`src/core/tone_keying_pkg.sv`:
```
// Package: constants and types shared by the tone keying control
package tone_keying_pkg;

	// ************************************************************
	// Clock and timing
	// ************************************************************
	localparam int CLK_HZ = 40000000;
	localparam int NS_PER_S = 1000000000;
	localparam int CLK_PERIOD_NS = NS_PER_S / CLK_HZ;

	// External-wave start delay, 1 us (least: round up)
	localparam int EXT_START_NS = 1000;
	localparam int EXT_START_CYC = (EXT_START_NS + CLK_PERIOD_NS - 1) / CLK_PERIOD_NS;
	// External-wave stop after wave ceases, 60 us
	localparam int EXT_STOP_NS = 60000;
	localparam int EXT_STOP_CYC = EXT_STOP_NS / CLK_PERIOD_NS;
	// Envelope start delay, 6 us
	localparam int ENV_START_NS = 6000;
	localparam int ENV_START_CYC = (ENV_START_NS + CLK_PERIOD_NS - 1) / CLK_PERIOD_NS;
	// Envelope stop window 15..60 us; the block stops at the least figure
	localparam int ENV_STOP_MIN_NS = 15000;
	localparam int ENV_STOP_MAX_NS = 60000;
	localparam int ENV_STOP_CYC = (ENV_STOP_MIN_NS + CLK_PERIOD_NS - 1) / CLK_PERIOD_NS;
	// Soft-start ramp, 4 ms
	localparam int SOFT_START_US = 4000;
	localparam int NS_PER_US = 1000;
	localparam int SOFT_START_CYC = (SOFT_START_US * NS_PER_US) / CLK_PERIOD_NS;
	// Internal 22 kHz tone: half period in cycles
	localparam int TONE_HZ = 22000;
	localparam int TONE_HALF_CYC = CLK_HZ / (2 * TONE_HZ);

	// ************************************************************
	// Widths
	// ************************************************************
	localparam int DLY_W = 12;
	localparam int RAMP_W = 18;
	localparam int RAMP_OUT_W = 8;
	localparam int TONE_W = 10;
	localparam int NUM_SECTIONS = 2;

	localparam logic [DLY_W-1:0] DLY_ZERO = 12'h000;
	localparam logic [DLY_W-1:0] DLY_ONE = 12'h001;
	localparam logic [TONE_W-1:0] TONE_ZERO = 10'h000;
	localparam logic [TONE_W-1:0] TONE_ONE = 10'h001;
	localparam logic [RAMP_W-1:0] RAMP_ZERO = 18'h00000;
	localparam logic [RAMP_W-1:0] RAMP_ONE = 18'h00001;

	// Keying modes
	typedef enum logic [1:0] {
		MODE_OFF,
		MODE_EXT_WAVE,
		MODE_ENVELOPE
	} key_mode_t;

	// Per-section tone state
	typedef enum logic [1:0] {
		TS_IDLE,
		TS_STARTING,
		TS_ACTIVE,
		TS_STOPPING
	} tone_state_t;

endpackage : tone_keying_pkg

```
`src/core/lnb_tone_keying_control.sv`:
```
// Module: dual-section tone keying control with lockout and soft-start
//
// Notes on behaviour
// - Wave select and tone on: pin carries the tone
// - Wave select off: pin is envelope
// - Envelope mode: pin held high gives continuous tone
// - Wave mode: output follows pin frequency, duty
// - Wave mode: tone starts about 1 us
// - Wave mode: tone stops 60 us after
// - Below lockout: everything disabled
// - Soft-start ramps to full in 4 ms
// - Two independent section copies
// - Envelope: start 6 us, stop 15-60 us
// - Lockout: settings held zero, commands ignored
`timescale 1ns/1ps
module lnb_tone_keying_control (
	// Clock and reset
	input wire logic i_sys_clk,
	input wire logic i_reset,
	// Supply lockout, high while supply is below threshold
	input wire logic i_supply_lockout,
	// Settings write port from the bus interface
	input wire logic i_settings_write,
	input wire logic [tone_keying_pkg::NUM_SECTIONS-1:0] i_external_wave_select,
	input wire logic [tone_keying_pkg::NUM_SECTIONS-1:0] i_tone_output_on,
	// Keying pins, one per section
	input wire logic [tone_keying_pkg::NUM_SECTIONS-1:0] i_tone_keying_pin,
	// Tone onto each supply output
	output logic [tone_keying_pkg::NUM_SECTIONS-1:0] o_lnb_supply_output_tone,
	output logic [tone_keying_pkg::NUM_SECTIONS-1:0] o_tone_active,
	// Settings readback
	output logic [tone_keying_pkg::NUM_SECTIONS-1:0] o_external_wave_select,
	output logic [tone_keying_pkg::NUM_SECTIONS-1:0] o_tone_output_on,
	// Soft-start
	output logic [tone_keying_pkg::RAMP_OUT_W-1:0] o_soft_start_level,
	output logic o_soft_start_done
);
	import tone_keying_pkg::*;

	// ************************************************************
	// State
	// ************************************************************
	typedef struct packed {
		logic [NUM_SECTIONS-1:0] ext_sel;
		logic [NUM_SECTIONS-1:0] tone_on;
		logic [RAMP_W-1:0] ramp;
		logic ramp_done;
	} top_state_t;

	top_state_t cur;
	top_state_t next_cur;
	logic enable;
	logic [NUM_SECTIONS-1:0] sec_tone;
	logic [NUM_SECTIONS-1:0] sec_active;

	assign enable = ~i_supply_lockout;

	// Settings held at zero and writes dropped under lockout
	always_comb begin
		next_cur = cur;
		if (!enable) begin
			next_cur = '0;
		end else begin
			if (i_settings_write) begin
				next_cur.ext_sel = i_external_wave_select;
				next_cur.tone_on = i_tone_output_on;
			end
			// Fixed ramp, no external setting
			if (cur.ramp >= RAMP_W'(SOFT_START_CYC)) begin
				next_cur.ramp_done = 1'b1;
			end else begin
				next_cur.ramp = cur.ramp + RAMP_ONE;
			end
		end
	end

	always_ff @(posedge i_sys_clk) begin
		if (i_reset) begin
			cur <= '0;
		end else begin
			cur <= next_cur;
		end
	end

	// ************************************************************
	// Sections
	// ************************************************************
	// One independent copy per output section
	genvar g;
	generate
		for (g = 0; g < NUM_SECTIONS; g++) begin : g_sec
			tone_key_section u_sec (
				.i_sys_clk(i_sys_clk),
				.i_reset(i_reset),
				.i_enable(enable),
				.i_external_wave_select(cur.ext_sel[g]),
				.i_tone_output_on(cur.tone_on[g]),
				.i_tone_keying_pin(i_tone_keying_pin[g]),
				.o_tone(sec_tone[g]),
				.o_tone_active(sec_active[g])
			);
		end
	endgenerate

	assign o_lnb_supply_output_tone = sec_tone;
	assign o_tone_active = sec_active;
	assign o_external_wave_select = cur.ext_sel;
	assign o_tone_output_on = cur.tone_on;
	// Top bits of the ramp count give a coarse level
	assign o_soft_start_level = cur.ramp_done ? {RAMP_OUT_W{1'b1}} :
		cur.ramp[RAMP_W-1 -: RAMP_OUT_W];
	assign o_soft_start_done = cur.ramp_done;

endmodule : lnb_tone_keying_control

```
`src/core/tone_key_section.sv`:
```
// Module: tone keying control for one output section
`timescale 1ns/1ps
module tone_key_section (
	// Clock and reset
	input wire logic i_sys_clk,
	input wire logic i_reset,
	// Settings and lockout
	input wire logic i_enable,
	input wire logic i_external_wave_select,
	input wire logic i_tone_output_on,
	// Keying pin
	input wire logic i_tone_keying_pin,
	// Tone to the supply output
	output logic o_tone,
	output logic o_tone_active
);
	import tone_keying_pkg::*;

	typedef struct packed {
		tone_state_t state;
		logic [DLY_W-1:0] dly;
		logic [TONE_W-1:0] tone_cnt;
		logic tone_ph;
		logic pin_q;
		logic tone;
		logic active;
	} sec_state_t;

	sec_state_t cur;
	sec_state_t next_cur;
	key_mode_t mode;
	logic edge_seen;
	logic keyed;
	logic [DLY_W-1:0] start_cyc;
	logic [DLY_W-1:0] stop_cyc;

	// Mode decode from the two settings bits
	always_comb begin
		if (!i_enable || !i_tone_output_on) begin
			mode = MODE_OFF;
		end else if (i_external_wave_select) begin
			mode = MODE_EXT_WAVE;
		end else begin
			mode = MODE_ENVELOPE;
		end
	end

	// Activity: any pin edge in wave mode, a high pin in envelope mode
	assign edge_seen = i_tone_keying_pin ^ cur.pin_q;
	assign keyed = (mode == MODE_EXT_WAVE) ? edge_seen : i_tone_keying_pin;
	assign start_cyc = (mode == MODE_EXT_WAVE) ? DLY_W'(EXT_START_CYC) : DLY_W'(ENV_START_CYC);
	assign stop_cyc = (mode == MODE_EXT_WAVE) ? DLY_W'(EXT_STOP_CYC) : DLY_W'(ENV_STOP_CYC);

	// Next-state logic; a fresh activity always restarts the stop timer
	always_comb begin
		next_cur = cur;
		next_cur.pin_q = i_tone_keying_pin;
		// Free-running internal tone, only used in envelope mode
		if (cur.tone_cnt >= TONE_W'(TONE_HALF_CYC - 1)) begin
			next_cur.tone_cnt = TONE_ZERO;
			next_cur.tone_ph = ~cur.tone_ph;
		end else begin
			next_cur.tone_cnt = cur.tone_cnt + TONE_ONE;
		end
		case (cur.state)
			TS_IDLE: begin
				next_cur.dly = DLY_ZERO;
				if (mode != MODE_OFF && keyed) begin
					next_cur.state = TS_STARTING;
					next_cur.dly = DLY_ONE;
				end
			end
			TS_STARTING: begin
				if (mode == MODE_OFF || (mode == MODE_ENVELOPE && !keyed)) begin
					next_cur.state = TS_IDLE;
				end else if (cur.dly >= start_cyc) begin
					next_cur.state = TS_ACTIVE;
					next_cur.dly = DLY_ZERO;
				end else begin
					next_cur.dly = cur.dly + DLY_ONE;
				end
			end
			TS_ACTIVE: begin
				next_cur.dly = DLY_ZERO;
				if (mode == MODE_OFF) begin
					next_cur.state = TS_IDLE;
				end else if (mode == MODE_EXT_WAVE && !keyed) begin
					next_cur.state = TS_STOPPING;
					next_cur.dly = DLY_ONE;
				end else if (mode == MODE_ENVELOPE && !keyed) begin
					next_cur.state = TS_STOPPING;
					next_cur.dly = DLY_ONE;
				end
			end
			TS_STOPPING: begin
				if (mode == MODE_OFF) begin
					next_cur.state = TS_IDLE;
				end else if (keyed) begin
					next_cur.state = TS_ACTIVE;
					next_cur.dly = DLY_ZERO;
				end else if (cur.dly >= stop_cyc) begin
					next_cur.state = TS_IDLE;
					next_cur.dly = DLY_ZERO;
				end else begin
					next_cur.dly = cur.dly + DLY_ONE;
				end
			end
			default: begin
				next_cur.state = TS_IDLE;
			end
		endcase
		// Output: pin level in wave mode, internal tone in envelope mode
		next_cur.active = (next_cur.state == TS_ACTIVE) || (next_cur.state == TS_STOPPING);
		if (!next_cur.active || mode == MODE_OFF) begin
			next_cur.tone = 1'b0;
			next_cur.active = 1'b0;
		end else if (mode == MODE_EXT_WAVE) begin
			next_cur.tone = i_tone_keying_pin;
		end else begin
			next_cur.tone = next_cur.tone_ph;
		end
	end

	// State register; lockout clears everything like reset
	always_ff @(posedge i_sys_clk) begin
		if (i_reset || !i_enable) begin
			cur <= '0;
		end else begin
			cur <= next_cur;
		end
	end

	assign o_tone = cur.tone;
	assign o_tone_active = cur.active;

endmodule : tone_key_section

```
`config.mk`:
```
export PLATFORM = sky130hd
export DESIGN_NAME = lnb_tone_keying_control
export DESIGN_NICKNAME = d
export VERILOG_FILES = /design/src/core/tone_keying_pkg.sv /design/src/core/lnb_tone_keying_control.sv /design/src/core/tone_key_section.sv
export SDC_FILE = /design/constraint.sdc
export NUM_CORES = 1
export LEC_CHECK = 0
export ABC_AREA = 1
export BUFFER_PORTS_ARGS = -buffer_cell sky130_fd_sc_hd__buf_2
export CORE_ASPECT_RATIO = 1.25
export CORE_MARGIN = 2
export CORE_UTILIZATION = 25
export CTS_CLUSTER_SIZE = 20
export DETAILED_ROUTE_END_ITERATION = 8
export REMOVE_ABC_BUFFERS = 1
export SLEW_MARGIN = 10
export SYNTH_ARGS = -nofsm -noshare
export SYNTH_HDL_FRONTEND = slang
export SYNTH_SLANG_ARGS = --single-unit
```
`constraint.sdc`:
```
create_clock -name i_sys_clk -period 5.65 [get_ports i_sys_clk]
set_clock_uncertainty 0.1 [all_clocks]
set_input_delay 0.2825 -clock i_sys_clk [delete_from_list [all_inputs] [get_ports i_sys_clk]]
set_output_delay 0.2825 -clock i_sys_clk [all_outputs]
set_load 0.1 [all_outputs]
```
==> impl_metrics.tcl <==
set metrics [dict create \
    max_freq_mhz 463 \
    setup-tns-final_ns 0 \
    power.leakage_nw 2.42 \
    setup_crit_path_kind "flip-flop to flip-flop" \
    numCtsBuffers 9 \
    cts_setup_buffers 0 \
    n_antenna_cell 0 \
    yosysSeqAreaShare 0.326 \
    vias 4164 \
    globalplace.congestion 0.866 \
    mappedNetlistArea_mm2 0.00484 \
    global_route_total_usage_across_every_layer 0.107 \
    synthMostInstantiatedCell "nand2_1" \
    timing.hold.worst.class "input pin to flip-flop" \
    critical_path.slowest_cell "dfxtp_1" \
    critical_path_s_top_delay_family "simple AND/OR/NAND/NOR gates" \
    timing.final.hold_violations 0 \
    num_io_pins 27 \
    routed_wl_mm 10.5 \
    finalCriticalPeriod_ns 2.16 \
    postSynthRegisterBits 79 \
    detail_route.vias_per_cell 4.39 \
    clockRootBuffer "clkbuf_16" \
    cp_max_fo 8 \
    wire_length_of_the_first_global_routing_pass_mm 18.1 \
    die_height_um 160 \
    detail_route.first_pass.iterations 4 \
    filler_cell_count 2084 \
    clock_sink_count 79 \
    synth.lib_cells_used.distinct 44 \
    largest_net_degree_at_the_start_of_global_routing 30 \
    critical-path-max-stage-delay_ns 0.38 \
    crit_arrival_ns 2.33 \
    numPlacedInstances 933 \
    final-setup-viol-count 0 \
    layout-drive-gt1-share 0.159 \
    post-dp-hpwl_mm 7.72 \
    post_synth_edffs 0 \
    fin_cells 948 \
    die_area_mm2 0.0205 \
    finalNetCount 750 \
    cp.required_ns 5.82 \
    finalCritPeriodShare 0.382 \
    post_synth_most_frequent_cells "nand2_1, inv_1, dfxtp_1, nor2_1, nand3_1" \
    critical_path_buf_inv_count 1 \
    timing.critical_path.cells "inv_1, nor2_4, ha_1, a21oi_1, o21ai_0, nor2_1, nand4_1, nand3_4, nand2_4, nor2_2" \
    synth_top_cell_area_share 0.326 \
    multiInputGateArea_mm2 0.00274 \
    tritoncts "yes" \
    core_area_mm2 0.0189 \
    worst_pin_slew_ns 0.854 \
    grt-ovfl-total 0 \
    core.rowCount 56 \
    grt_antenna_before_repair 0 \
    detail_route.drc_violations 0 \
    h-tree-depth 3 \
    worstSetupEndpointType "flip-flop" \
    critical_path.startpoint_type "flip-flop" \
    clock_pin_transition_on_the_worst_setup_and_hold_timing_paths_ns 0.06 \
    run_status "finished clean" \
    max_cap_check_violation_count 0 \
    clock_insertion_delay_worst_skew_ns 0.34 \
    syn_to_final_growth_pct 13.5 \
    layout_setup_ws_ns 3.49 \
    synth_async_sr_flop_share 0 \
    synth_ff_type "dfxtp_1" \
    die_x_um 129 \
    ys_warn_count 0 \
    register_area_mm2 0.00158 \
    clock_path_buffers 2 \
    start_util 0.256 \
    synthesis.area_per_instance_um2 7.01 \
    report.final.slew_viol_count 0 \
    first_global_vias 3933 \
    drt-initial-drc-count 185 \
    placement.io_buffers 26 \
    rsz_0062_raised_after_global_routing "no" \
    synth.top_cells.by_area "dfxtp_1, nand2_1, inv_1" \
    routedWlPerCell_um 11.0 \
    post_cts_hold_buffer_count 0 \
    cell_type_with_the_highest_aggregate_area_in_the_netlist "dfxtp_1" \
    cells_resized_by_post_cts_repair 0 \
    postSynthCellCount 691 \
    postRouteAntennaNets 0 \
    slew_headroom 0.430 \
    vdd_drop_max_v 0.000108 \
    place_ws_ns 3.37 \
    power_density_mw_per_mm2 227 \
]
-- kinds of logic (layout without fill, tap and decap cells) --
group / count (synthesis) / in the layout / synth area share
AOI/OAI and AO/OA: 85 / 85 / 0.0992
adders and majority gates: 28 / 28 / 0.0723
DFF: 79 / 79 / 0.326
and+or+nand+nor: 359 / 359 / 0.372
xor gates and xnor gates: 12 / 12 / 0.0217
buffers and inverters: 128 / 153 / 0.109
-- registers in the layout (all words and copies together), names as in the netlist --
signal,flops
g_sec.u_sec.o_tone_active,2
o_tone_output_on,2
cur,18
g_sec.u_sec.o_tone,2
o_soft_start_done,1
g_sec.u_sec.cur,52
o_external_wave_select,2
-- stage by stage --
step	cell area [um2]	power, mW	hold WS, ns	utilization
2_1_floorplan	4730	0.606	0.323	-
3_3_place_gp	5160	0.620	0.348	0.273
3_5_place_dp	5160	0.620	0.367	0.273
4_1_cts	5500	1.27	0.0770	0.291
5_1_grt	5500	1.30	0.0951	0.291
6_report	5500	1.25	0.0906	0.291
-- layout make-up --
| cell class | instances | area share |
|---|---|---|
| multi-input combinational | 484 | 0.498 |
| sequential | 79 | 0.288 |
| inverter | 111 | 0.0758 |
| tap | 232 | 0.0528 |
| clock buffer | 12 | 0.0485 |
| timing repair buffer | 27 | 0.0250 |
| clock inverter | 3 | 0.0118 |
-- where the power goes --
| group | internal, mW | leakage (nW) | switching [mW] |
|---|---|---|---|
| Combinational | 0.0107 | 1.62 | 0.0312 |
| Clock | 0.420 | 0.165 | 0.223 |
| Sequential | 0.561 | 0.638 | 0.00396 |
| Total | 0.991 | 2.42 | 0.259 |
-- layer usage --
layer	global-route usage	up-vias	part of all wire	wire length (um)
met3	0.0228	14	0.022	228
met1	0.134	1859	0.49	5080
met2	0.178	41	0.47	4960
li1	-	2250	-	-
met4	0.0435	0	0.017	182
met5	0	-	0	0
-- placed cells by master (no fill, tap or decap), types with 3 or more instances in the layout --
cell type / n
clkbuf_16: 9
nand3b_1: 4
inv_1: 99
nor3_1: 12
nand3_1: 47
nand4_1: 18
nand2_4: 5
nor2_4: 3
dfxtp_1: 79
nor3_4: 4
nand2_2: 9
a21oi_2: 4
nor3b_1: 4
xnor2_1: 3
or2_2: 3
o21ai_0: 26
nand3_2: 7
buf_2: 26
nand2_1: 139
xor2_1: 9
nor3_2: 8
o21ai_1: 3
nor2_2: 13
clkbuf_8: 3
inv_2: 11
nor2_1: 76
a21oi_1: 40
ha_1: 28
-- worst paths after layout --
kind | startpoint | end | slack, ns | depth (start not counted)
setup / recovery | o_external_wave_select[0] | g_sec[0].u_sec.cur[25] | 3.49 | 10
hold / removal | i_tone_output_on[0] | o_tone_output_on[0] | 0.09 | 3
setup reg to reg | o_external_wave_select[0] | g_sec[0].u_sec.cur[25] | 3.49 | 10
hold reg to reg | g_sec[0].u_sec.cur[12] | g_sec[0].u_sec.cur[12] | 0.38 | 2
-- worst min-delay path, delay by kind of cell --
family | cells | cell delay [ns]
AO/OA/AOI/OAI | 1 | 0.05
AND/OR/NAND/NOR | 1 | 0.04
buffers and inverters | 1 | 0.09
Power figures use the tool's default switching activity.
